### config.mk
export PLATFORM = sky130hd
export DESIGN_NAME = pha_alert_gen
export DESIGN_NICKNAME = d
export VERILOG_FILES = /design/src/logic/pha_pkg.sv /design/src/logic/pha_deb_if.sv /design/src/logic/pha_debounce.sv /design/src/logic/pha_alert_gen.sv
export VERILOG_INCLUDE_DIRS = /design/src /design/src/logic
export SDC_FILE = /design/constraint.sdc
export NUM_CORES = 1
export LEC_CHECK = 0
export BUFFER_PORTS_ARGS = -buffer_cell sky130_fd_sc_hd__buf_2
export CORE_ASPECT_RATIO = 1.25
export CORE_UTILIZATION = 55
export CTS_CLUSTER_DIAMETER = 200
export DETAILED_ROUTE_END_ITERATION = 16
export HOLD_SLACK_MARGIN = 0.12
export PLACE_DENSITY_LB_ADDON = 0.08
export SLEW_MARGIN = 20
export SYNTH_ARGS = -nofsm -noshare
export SYNTH_HDL_FRONTEND = slang
export SYNTH_SLANG_ARGS = --single-unit
### constraint.sdc
create_clock -name clock_i -period 13.7 [get_ports clock_i]
set_clock_uncertainty 0.05 [all_clocks]
set_input_delay 0.685 -clock clock_i [delete_from_list [all_inputs] [get_ports clock_i]]
set_output_delay 0.685 -clock clock_i [all_outputs]
set_load 0.01 [all_outputs]
### src/logic/pha_defines.svh
// Offsets, field positions, reset values and timing counts of the alert block.
`ifndef PHA_DEFINES_SVH
`define PHA_DEFINES_SVH

`define PHA_CLK_PERIOD_NS 50
`define PHA_CYC_MIN(ns) (((ns) + `PHA_CLK_PERIOD_NS - 1) / `PHA_CLK_PERIOD_NS)

`define PHA_ADDR_THR_TIMING 8'h33
`define PHA_ADDR_SRC_EN     8'h34
`define PHA_RST_THR_TIMING  16'h4A54
`define PHA_RST_SRC_EN      16'h8120

`define PHA_F_L2_HI     15
`define PHA_F_L2_LO     11
`define PHA_F_CRIT_HI   10
`define PHA_F_CRIT_LO   9
`define PHA_F_VSYS_HI   7
`define PHA_F_VSYS_LO   6
`define PHA_F_EXT       5
`define PHA_F_WIDTH_HI  4
`define PHA_F_WIDTH_LO  3
`define PHA_F_CLEAR     2
`define PHA_F_NOMINAL_OVERCURRENT_DEBOUNCE  1
`define PHA_F_IDCHG_HI  15
`define PHA_F_IDCHG_LO  10
`define PHA_F_DDEG_HI   9
`define PHA_F_DDEG_LO   8
`define PHA_F_SRC_HI    6
`define PHA_F_EN_COMP   6
`define PHA_F_EN_CRIT   5
`define PHA_F_EN_NOMINAL_INPUT_OVERCURRENT   4
`define PHA_F_EN_IDCHG  3
`define PHA_F_EN_VSYS   2
`define PHA_F_EN_BATT   1
`define PHA_F_EN_ADAPT  0

`define PHA_T_CRIT_DEB0_NS   15000
`define PHA_T_CRIT_DEB1_NS   100000
`define PHA_T_CRIT_DEB2_NS   400000
`define PHA_T_CRIT_DEB3_NS   800000
`define PHA_T_VSYS_DEB_NS    20000
`define PHA_T_NOMINAL_INPUT_OVERCURRENT_DEB0_NS   1000000
`define PHA_T_NOMINAL_INPUT_OVERCURRENT_DEB1_NS   50000000
`define PHA_T_IDCHG_DEB0_NS  1600000
`define PHA_T_IDCHG_DEB1_NS  100000
`define PHA_T_IDCHG_DEB2_NS  6000000
`define PHA_T_IDCHG_DEB3_NS  12000000
`define PHA_T_WIDTH0_NS      100000
`define PHA_T_WIDTH1_NS      1000000
`define PHA_T_WIDTH2_NS      10000000
`define PHA_T_WIDTH3_NS      5000000

`define PHA_L2_BASE_PCT     105
`define PHA_L2_STEP_PCT     5
`define PHA_L2_FINE_LAST    25
`define PHA_L2_COARSE_BASE  250
`define PHA_L2_COARSE_STEP  50
`define PHA_L2_COARSE_FIRST 26
`define PHA_L2_IGNORED      31
`define PHA_CRIT_OF_L2_X10  11
`define PHA_NOMINAL_INPUT_OVERCURRENT_X10        11
`define PHA_IDCHG_STEP_SH   9
`define PHA_IDCHG_OFS_MA    128
`define PHA_VSYS_MULTI_MV   5750
`define PHA_VSYS_SINGLE_MV  2850
`define PHA_VSYS_STEP_MV    250

`endif

### src/logic/pha_pkg.sv
// Types shared by the processor-hot alert modules.
package pha_pkg;

  typedef logic [23:0] pha_cnt_t;

  typedef enum logic [2:0] {
    PHA_IDLE   = 3'b001,
    PHA_HOLD   = 3'b010,
    PHA_EXTEND = 3'b100
  } pha_fsm_t;

  typedef struct packed {
    pha_cnt_t cnt;
    logic     trip;
  } pha_deb_state_t;

  typedef struct packed {
    logic [15:0] cfg0;
    logic [15:0] cfg1;
    logic [15:0] rdata;
    logic [2:0]  sync1;
    logic [2:0]  sync2;
    logic        batt_prev;
    pha_fsm_t    fsm;
    pha_cnt_t    width_cnt;
    logic        alert_n;
  } pha_state_t;

endpackage

### src/logic/pha_deb_if.sv
// Condition, hold time and trip flag between the alert logic and a debouncer.
`timescale 1ns/1ps
interface pha_deb_if;
  import pha_pkg::*;
  logic     cond;
  pha_cnt_t limit;
  logic     trip;
  modport src (output cond, output limit, input trip);
  modport deb (input cond, input limit, output trip);
endinterface

### src/logic/pha_debounce.sv
// Debouncer: trips once its condition has held for the given number of cycles.
`timescale 1ns/1ps
module pha_debounce
  import pha_pkg::*;
(
  // Clock and reset.
  input  wire logic clock_i,
  input  wire logic rst_n_i,
  // Condition and result.
  pha_deb_if.deb    deb
);

  pha_deb_state_t s_q;
  pha_deb_state_t s_d;

  always_comb begin
    s_d = s_q;
    if (!deb.cond) begin
      s_d.cnt  = '0;
      s_d.trip = 1'b0;
    end else if (s_q.cnt + 24'h000001 >= deb.limit) begin
      s_d.trip = 1'b1;
    end else begin
      s_d.cnt = s_q.cnt + 24'h000001;
    end
  end

  always_ff @(posedge clock_i or negedge rst_n_i) begin
    if (!rst_n_i) begin
      s_q <= '0;
    end else begin
      s_q <= s_d;
    end
  end

  assign deb.trip = s_q.trip;

endmodule

### src/logic/pha_alert_gen.sv
// Processor-hot alert generator: thresholds, debounce, source enables, pin.
`timescale 1ns/1ps
`include "pha_defines.svh"
module pha_alert_gen
  import pha_pkg::*;
#(
  parameter int unsigned CRIT_DEB_CYC [4] = '{
    `PHA_CYC_MIN(`PHA_T_CRIT_DEB0_NS), `PHA_CYC_MIN(`PHA_T_CRIT_DEB1_NS),
    `PHA_CYC_MIN(`PHA_T_CRIT_DEB2_NS), `PHA_CYC_MIN(`PHA_T_CRIT_DEB3_NS)},
  parameter int unsigned VSYS_DEB_CYC = `PHA_CYC_MIN(`PHA_T_VSYS_DEB_NS),
  parameter int unsigned NOMINAL_INPUT_OVERCURRENT_DEB_CYC [2] = '{
    `PHA_CYC_MIN(`PHA_T_NOMINAL_INPUT_OVERCURRENT_DEB0_NS), `PHA_CYC_MIN(`PHA_T_NOMINAL_INPUT_OVERCURRENT_DEB1_NS)},
  parameter int unsigned IDCHG_DEB_CYC [4] = '{
    `PHA_CYC_MIN(`PHA_T_IDCHG_DEB0_NS), `PHA_CYC_MIN(`PHA_T_IDCHG_DEB1_NS),
    `PHA_CYC_MIN(`PHA_T_IDCHG_DEB2_NS), `PHA_CYC_MIN(`PHA_T_IDCHG_DEB3_NS)},
  parameter int unsigned WIDTH_CYC [4] = '{
    `PHA_CYC_MIN(`PHA_T_WIDTH0_NS), `PHA_CYC_MIN(`PHA_T_WIDTH1_NS),
    `PHA_CYC_MIN(`PHA_T_WIDTH2_NS), `PHA_CYC_MIN(`PHA_T_WIDTH3_NS)}
)
(
  // Clock and reset.
  input  wire logic        clock_i,
  input  wire logic        rst_n_i,
  // Register access from the host-side serial engine.
  input  wire logic [7:0]  reg_addr_i,
  input  wire logic        reg_wr_en_i,
  input  wire logic [15:0] reg_wdata_i,
  input  wire logic        reg_rd_en_i,
  output logic      [15:0] reg_rdata_o,
  // Digitised measurements and limit, same clock domain.
  input  wire logic [15:0] input_current_ma_i,
  input  wire logic [15:0] input_current_limit_ma_i,
  input  wire logic [15:0] discharge_current_ma_i,
  input  wire logic [15:0] system_voltage_mv_i,
  input  wire logic        single_cell_i,
  // Asynchronous status pins.
  input  wire logic        battery_present_i,
  input  wire logic        adapter_present_i,
  input  wire logic        comparator_trip_i,
  // Alert pin toward the host processor.
  output logic             processor_hot_alert_n_o
);

  localparam int unsigned NUM_DEB = 4;
  localparam int unsigned DEB_CRIT = 0;
  localparam int unsigned DEB_NOMINAL_INPUT_OVERCURRENT = 1;
  localparam int unsigned DEB_IDCHG = 2;
  localparam int unsigned DEB_VSYS = 3;
  localparam int unsigned PIN_BATT = 0;
  localparam int unsigned PIN_ADAPT = 1;
  localparam int unsigned PIN_COMP = 2;

  pha_state_t  s_q;
  pha_state_t  s_d;

  logic        cond    [NUM_DEB];
  pha_cnt_t    limit   [NUM_DEB];
  logic        tripped [NUM_DEB];

  logic [4:0]  l2_code;
  logic [8:0]  l2_pct;
  logic        l2_valid;
  logic [31:0] cur_x100;
  logic [31:0] cur_x1000;
  logic [31:0] lim_x_pct;
  logic [31:0] lim_x_pct_crit;
  logic        over_l2;
  logic        over_crit;
  logic        over_nominal_input_overcurrent;
  logic [16:0] idchg_thr;
  logic        over_idchg;
  logic [15:0] vsys_thr;
  logic        under_vsys;
  logic        func_en;
  logic        batt_fall;
  logic        trigger;
  logic        clear_wr;
  logic        ext_en;
  pha_cnt_t    width_lim;

  // Level-two percentage per code; zero marks a code that is ignored.
  function automatic logic [8:0] l2_pct_of(input logic [4:0] code);
    logic [8:0] pct;
    pct = 9'h000;
    if (code >= 5'h01 && code <= 5'(`PHA_L2_FINE_LAST)) begin
      pct = 9'(`PHA_L2_BASE_PCT + `PHA_L2_STEP_PCT * code);
    end else if (code >= 5'(`PHA_L2_COARSE_FIRST)
                 && code != 5'(`PHA_L2_IGNORED)) begin
      pct = 9'(`PHA_L2_COARSE_BASE
               + `PHA_L2_COARSE_STEP * (code - 5'(`PHA_L2_COARSE_FIRST)));
    end
    return pct;
  endfunction

  // Threshold comparisons.
  always_comb begin
    l2_code        = s_q.cfg0[`PHA_F_L2_HI:`PHA_F_L2_LO];
    l2_pct         = l2_pct_of(l2_code);
    l2_valid       = (l2_pct != 9'h000);
    cur_x100       = 32'(input_current_ma_i) * 32'd100;
    cur_x1000      = 32'(input_current_ma_i) * 32'd1000;
    lim_x_pct      = 32'(input_current_limit_ma_i) * 32'(l2_pct);
    lim_x_pct_crit = lim_x_pct * 32'(`PHA_CRIT_OF_L2_X10);
    over_l2        = l2_valid && (cur_x100 > lim_x_pct);
    over_crit      = over_l2 && (cur_x1000 > lim_x_pct_crit);
    over_nominal_input_overcurrent      = (32'(input_current_ma_i) * 32'd10)
                     > (32'(input_current_limit_ma_i)
                        * 32'(`PHA_NOMINAL_INPUT_OVERCURRENT_X10));
    idchg_thr      = (17'(s_q.cfg1[`PHA_F_IDCHG_HI:`PHA_F_IDCHG_LO])
                      << `PHA_IDCHG_STEP_SH)
                     + 17'(`PHA_IDCHG_OFS_MA);
    over_idchg     = 17'(discharge_current_ma_i) > idchg_thr;
    vsys_thr       = (single_cell_i ? 16'(`PHA_VSYS_SINGLE_MV)
                                    : 16'(`PHA_VSYS_MULTI_MV))
                     + 16'(16'(`PHA_VSYS_STEP_MV)
                           * 16'(s_q.cfg0[`PHA_F_VSYS_HI:`PHA_F_VSYS_LO]));
    under_vsys     = system_voltage_mv_i < vsys_thr;
  end

  // Debounce conditions and hold times.
  always_comb begin
    cond[DEB_CRIT]   = over_crit;
    cond[DEB_NOMINAL_INPUT_OVERCURRENT]   = over_nominal_input_overcurrent;
    cond[DEB_IDCHG]  = over_idchg;
    cond[DEB_VSYS]   = under_vsys;
    limit[DEB_CRIT]  = pha_cnt_t'(
      CRIT_DEB_CYC[s_q.cfg0[`PHA_F_CRIT_HI:`PHA_F_CRIT_LO]]);
    limit[DEB_NOMINAL_INPUT_OVERCURRENT]  = pha_cnt_t'(
      NOMINAL_INPUT_OVERCURRENT_DEB_CYC[s_q.cfg0[`PHA_F_NOMINAL_OVERCURRENT_DEBOUNCE]]);
    limit[DEB_IDCHG] = pha_cnt_t'(
      IDCHG_DEB_CYC[s_q.cfg1[`PHA_F_DDEG_HI:`PHA_F_DDEG_LO]]);
    limit[DEB_VSYS]  = pha_cnt_t'(VSYS_DEB_CYC);
  end

  genvar gi;
  generate
    for (gi = 0; gi < NUM_DEB; gi++) begin : g_deb
      pha_deb_if deb_bus ();
      assign deb_bus.cond  = cond[gi];
      assign deb_bus.limit = limit[gi];
      assign tripped[gi]   = deb_bus.trip;
      pha_debounce u_deb (
        .clock_i (clock_i),
        .rst_n_i (rst_n_i),
        .deb     (deb_bus.deb)
      );
    end
  endgenerate

  // Source combination.
  always_comb begin
    func_en   = |s_q.cfg1[`PHA_F_SRC_HI:0];
    batt_fall = s_q.batt_prev && !s_q.sync2[PIN_BATT];
    trigger   = func_en && (
        (s_q.cfg1[`PHA_F_EN_COMP]  && s_q.sync2[PIN_COMP])
      | (s_q.cfg1[`PHA_F_EN_CRIT]  && tripped[DEB_CRIT])
      | (s_q.cfg1[`PHA_F_EN_NOMINAL_INPUT_OVERCURRENT]  && tripped[DEB_NOMINAL_INPUT_OVERCURRENT])
      | (s_q.cfg1[`PHA_F_EN_IDCHG] && tripped[DEB_IDCHG])
      | (s_q.cfg1[`PHA_F_EN_VSYS]  && tripped[DEB_VSYS])
      | (s_q.cfg1[`PHA_F_EN_BATT]  && batt_fall)
      | (s_q.cfg1[`PHA_F_EN_ADAPT] && !s_q.sync2[PIN_ADAPT]));
    clear_wr  = reg_wr_en_i && (reg_addr_i == `PHA_ADDR_THR_TIMING)
                && !reg_wdata_i[`PHA_F_CLEAR];
    ext_en    = s_q.cfg0[`PHA_F_EXT];
    width_lim = pha_cnt_t'(
      WIDTH_CYC[s_q.cfg0[`PHA_F_WIDTH_HI:`PHA_F_WIDTH_LO]]);
  end

  // Next state: registers, synchronisers and the alert sequencer.
  always_comb begin
    s_d = s_q;

    s_d.sync1     = {comparator_trip_i, adapter_present_i, battery_present_i};
    s_d.sync2     = s_q.sync1;
    s_d.batt_prev = s_q.sync2[PIN_BATT];

    // The clear bit reads back idle; a written zero acts once.
    if (reg_wr_en_i) begin
      if (reg_addr_i == `PHA_ADDR_THR_TIMING) begin
        s_d.cfg0 = reg_wdata_i;
        s_d.cfg0[`PHA_F_CLEAR] = 1'b1;
      end else if (reg_addr_i == `PHA_ADDR_SRC_EN) begin
        s_d.cfg1 = reg_wdata_i;
      end
    end

    if (reg_rd_en_i) begin
      if (reg_addr_i == `PHA_ADDR_THR_TIMING) begin
        s_d.rdata = s_q.cfg0;
      end else if (reg_addr_i == `PHA_ADDR_SRC_EN) begin
        s_d.rdata = s_q.cfg1;
      end else begin
        s_d.rdata = 16'h0000;
      end
    end

    case (s_q.fsm)
      PHA_IDLE: begin
        s_d.alert_n = 1'b1;
        if (trigger) begin
          s_d.width_cnt = 24'h000001;
          s_d.alert_n   = 1'b0;
          s_d.fsm       = ext_en ? PHA_EXTEND : PHA_HOLD;
        end
      end
      PHA_HOLD: begin
        if (!func_en) begin
          s_d.fsm     = PHA_IDLE;
          s_d.alert_n = 1'b1;
        end else if (ext_en) begin
          s_d.fsm = PHA_EXTEND;
        end else if (s_q.width_cnt < width_lim) begin
          s_d.width_cnt = s_q.width_cnt + 24'h000001;
        end else if (!trigger) begin
          s_d.fsm     = PHA_IDLE;
          s_d.alert_n = 1'b1;
        end
      end
      PHA_EXTEND: begin
        // A trigger in the cycle of the clear keeps the pin low.
        if (!func_en) begin
          s_d.fsm     = PHA_IDLE;
          s_d.alert_n = 1'b1;
        end else if (!ext_en) begin
          s_d.fsm       = PHA_HOLD;
          s_d.width_cnt = width_lim;
        end else if (clear_wr && !trigger) begin
          s_d.fsm     = PHA_IDLE;
          s_d.alert_n = 1'b1;
        end
      end
      default: begin
        s_d.fsm     = PHA_IDLE;
        s_d.alert_n = 1'b1;
      end
    endcase
  end

  always_ff @(posedge clock_i or negedge rst_n_i) begin
    if (!rst_n_i) begin
      s_q           <= '0;
      s_q.cfg0      <= `PHA_RST_THR_TIMING;
      s_q.cfg1      <= `PHA_RST_SRC_EN;
      // Synchronisers start at the idle pin levels, so no false edge follows.
      s_q.sync1     <= 3'b011;
      s_q.sync2     <= 3'b011;
      s_q.batt_prev <= 1'b1;
      s_q.fsm       <= PHA_IDLE;
      s_q.alert_n   <= 1'b1;
    end else begin
      s_q <= s_d;
    end
  end

  assign reg_rdata_o             = s_q.rdata;
  assign processor_hot_alert_n_o = s_q.alert_n;

endmodule

==> metrics.cfg <==
[yosys]
synth_enable_flop_cells=0
synth_commonest_cells=463 x inv_1, 430 x ha_1, 231 x nor2_1
synth.most_common_cell=inv_1
synthArstFlopShare_pct=100
synthXorXnorAreaFrac_pct=6.44
yosysTopAreaCell=ha_1
netlist_area_mm2=0.0266
syn-num-nets=3777
synth_top_family_by_area=adder cells
ys_types=100
synth_top_area_share_pct=20.2
ys_seq_area_share_pct=17.2
synthTopCellsByArea=ha_1 20%, dfrtp_1 16%, fa_1 15%
avgSynthCellArea_um2=8.73
synth-simple-area-share_pct=17.6
synth_compound_area_share_pct=13.2
synth_ff_type=dfrtp_1
synthMuxAreaShare_pct=1.82
syn_inst=3047
synth_adder_area_share_pct=35.6
yosysWarnings=0
ys_ff_latch=182

[timing]
layout_min_cycle_time_ns=12.94
tightestPinTransition_ns=1.03
fin_crit_sh_pct=94.4
setup_tns_ns=0
drv_slew=0
hold_viol=0
hold_ws_ns=0.188
max_freq_mhz=77.3
finalSetupViolCount=0
slew_headroom_pct=31.0
rsz0062_at_grt=no

[route]
vias_per_cell=5.60
drc_errors=0
firstDrtPassIters=5
ant_nets=0
drt-initial-drc-count=654
vias=21100
wl_per_cell_um=15.9
routed_wl_um=59900

[floorplan]
die_h_um=248
rows=89
dieArea_mm2=0.0492
start_util_pct=56.1
core_area_mm2=0.0474
die_width_um=199
num_io_pins=113

[clock_tree]
clk_path_buf_depth=2
clk_latency_ns=0.44
htreeDepth=4
postCtsHoldBufs=0
cts_buffers=17
cts_root_buffer=clkbuf_16
cts_tree=done
cts.sinks=182
clk_pin_slew_worst_paths_ns=0.07

[worst_setup_path]
cp-end-kind=flip-flop
required_ns=14.00
path_class=flip-flop to flip-flop
ff2ff_path_depth=55
crit_buf_inv=7
cp_slowest_cell=or4b_1
rrSetupSlack_ns=0.76
path_delay_family=adder cells
crit_fanout=25
crit_start=l2_code[1]
critPathArrivalTime_ns=13.24
worst_r2r_endpoint=g_deb[0].u_deb.s_q[24]
critPathMaxStageDelay_ns=0.57
start_kind=flip-flop
r2r-start=l2_code[1]

[placed_design]
hpwl_um=48800
portBuffers=111
gp_congestion=0.875

[flow_run]
cap_violations=0

[finish]
drive_gt1_share_pct=8.86
area_delta_synth_final_pct=6.81
diodes=0
layout.nets=3854
fillCellCount=4330

[pwr]
p_leak_nw=14.4
p_per_area_mw_per_mm2=229
max-vdd-ir-drop_mv=0.439

[global_route]
grtUsageTotal_pct=25.5
grt_first_pass_wirelength_um=102000
grt_util_met2_pct=48.7
grt_max_degree=75
grt_util_met1_pct=29.2
antenna_found_initial=0
globalRouteOverflowTotal=0
grt_busiest_layer=met2
met3_usage_pct=2.49
grt_pass1_vias=21700

[status]
status=complete, no violations

[worst_hold_path]
min_path_type=input port to asynchronous set/reset pin

-- area by class of cell --
cell class / count / area [um2] / share of cell area, %
well taps: 637 / 797 / 2.81
clock inverters: 12 / 113 / 0.396
multi-input cells: 2321 / 20000 / 70.3
repair buffers: 138 / 768 / 2.70
flip-flops and latches: 182 / 4570 / 16.1
inverters: 464 / 1740 / 6.13
clock buffers: 20 / 457 / 1.61
-- metal layers --
metal | wire (um) | part of all wire (%) | vias to the layer above
met5 | 0 | 0 | -
met2 | 31700 | 53 | 347
li1 | - | - | 10400
met1 | 24700 | 41 | 10300
met3 | 1600 | 2.7 | 101
met4 | 1810 | 3.0 | 0
-- state kept, by name, indices dropped and copies added, names as in the netlist --
| name | count |
|---|---|
| reg_rdata_o | 16 |
| g_deb.u_deb.s_q | 96 |
| s_d | 4 |
| l2_code | 5 |
| processor_hot_alert_n_o | 1 |
| ext_en | 1 |
| s_q | 55 |
| g_deb.u_deb.deb.trip | 4 |
-- kinds of logic (layout without fill, tap and decap cells) --
family          count (synthesis)  after routing
compound gates                544            544
xor+xnor                      194            194
fa+ha+maj                     635            635
buf+inv                       544            634
flops                         182            182
mux                            44             44
simple gates                  904            904
-- worst reg2reg max path: cells and delay by family, from the launching register on --
family	cells	cell delay, ns
DFF	1	0.38
and+or+nand+nor	20	3.64
buffers and inverters	7	0.67
adders and majority gates	13	5.28
xor gates and xnor gates	3	0.53
AOI/OAI and AO/OA	12	2.29
-- repair_timing --
item,in CTS,in global routing
gates resized for setup,0,11
endpoints found under the hold margin,0,0
setup buffers,0,5
setup endpoints to repair,0,25
-- where the power goes --
group / switching [W] / leakage [nW] / internal (W)
clock network: 0.000229 / 0.278 / 0.000248
registers: 0.0000253 / 2.44 / 0.000557
logic: 0.00313 / 11.6 / 0.00233
-- worst max path at each step --
stage,depth (start not counted),end,slack [ns]
finish,55,g_deb[0].u_deb.s_q[24],0.76
global route,57,g_deb[0].u_deb.s_q[16],0.006
CTS,54,g_deb[0].u_deb.s_q[15],0.27
detailed placement,54,g_deb[0].u_deb.s_q[15],0.31
global placement,54,g_deb[0].u_deb.s_q[17],0.56
floorplan,57,g_deb[0].u_deb.s_q[19],1.16
-- per-stage QoR --
stage | util, % | setup slack, ns | std cells | area, um2 | total power [W]
final | 59.9 | 0.761 | 3774 | 28400 | 0.00652
after global routing | 59.9 | 0.00612 | 3774 | 28400 | 0.00732
after CTS | 59.7 | 0.267 | 3769 | 28300 | 0.00649
after detailed placement | 58.5 | 0.315 | 3737 | 27700 | 0.00596
after global placement | 58.5 | 0.558 | 3737 | 27700 | 0.00577
after floorplan | - | 1.16 | 3047 | 26600 | 0.00478
-- placed cells by master (no fill, tap or decap), drive strengths merged, types with 34 or more instances in the layout --
cell type    n
fa         204
nand3       65
or3         34
nand2b      45
a21o        62
buf        138
xor2        76
and2        84
xnor2      117
dfrtp      167
nor2       231
ha         430
nand4       35
and3        42
o21ai      129
nand2      184
nor3        58
a21oi      149
nor2b       38
inv        469
mux2        34
No activity file was read; power rests on OpenSTA's default activity.
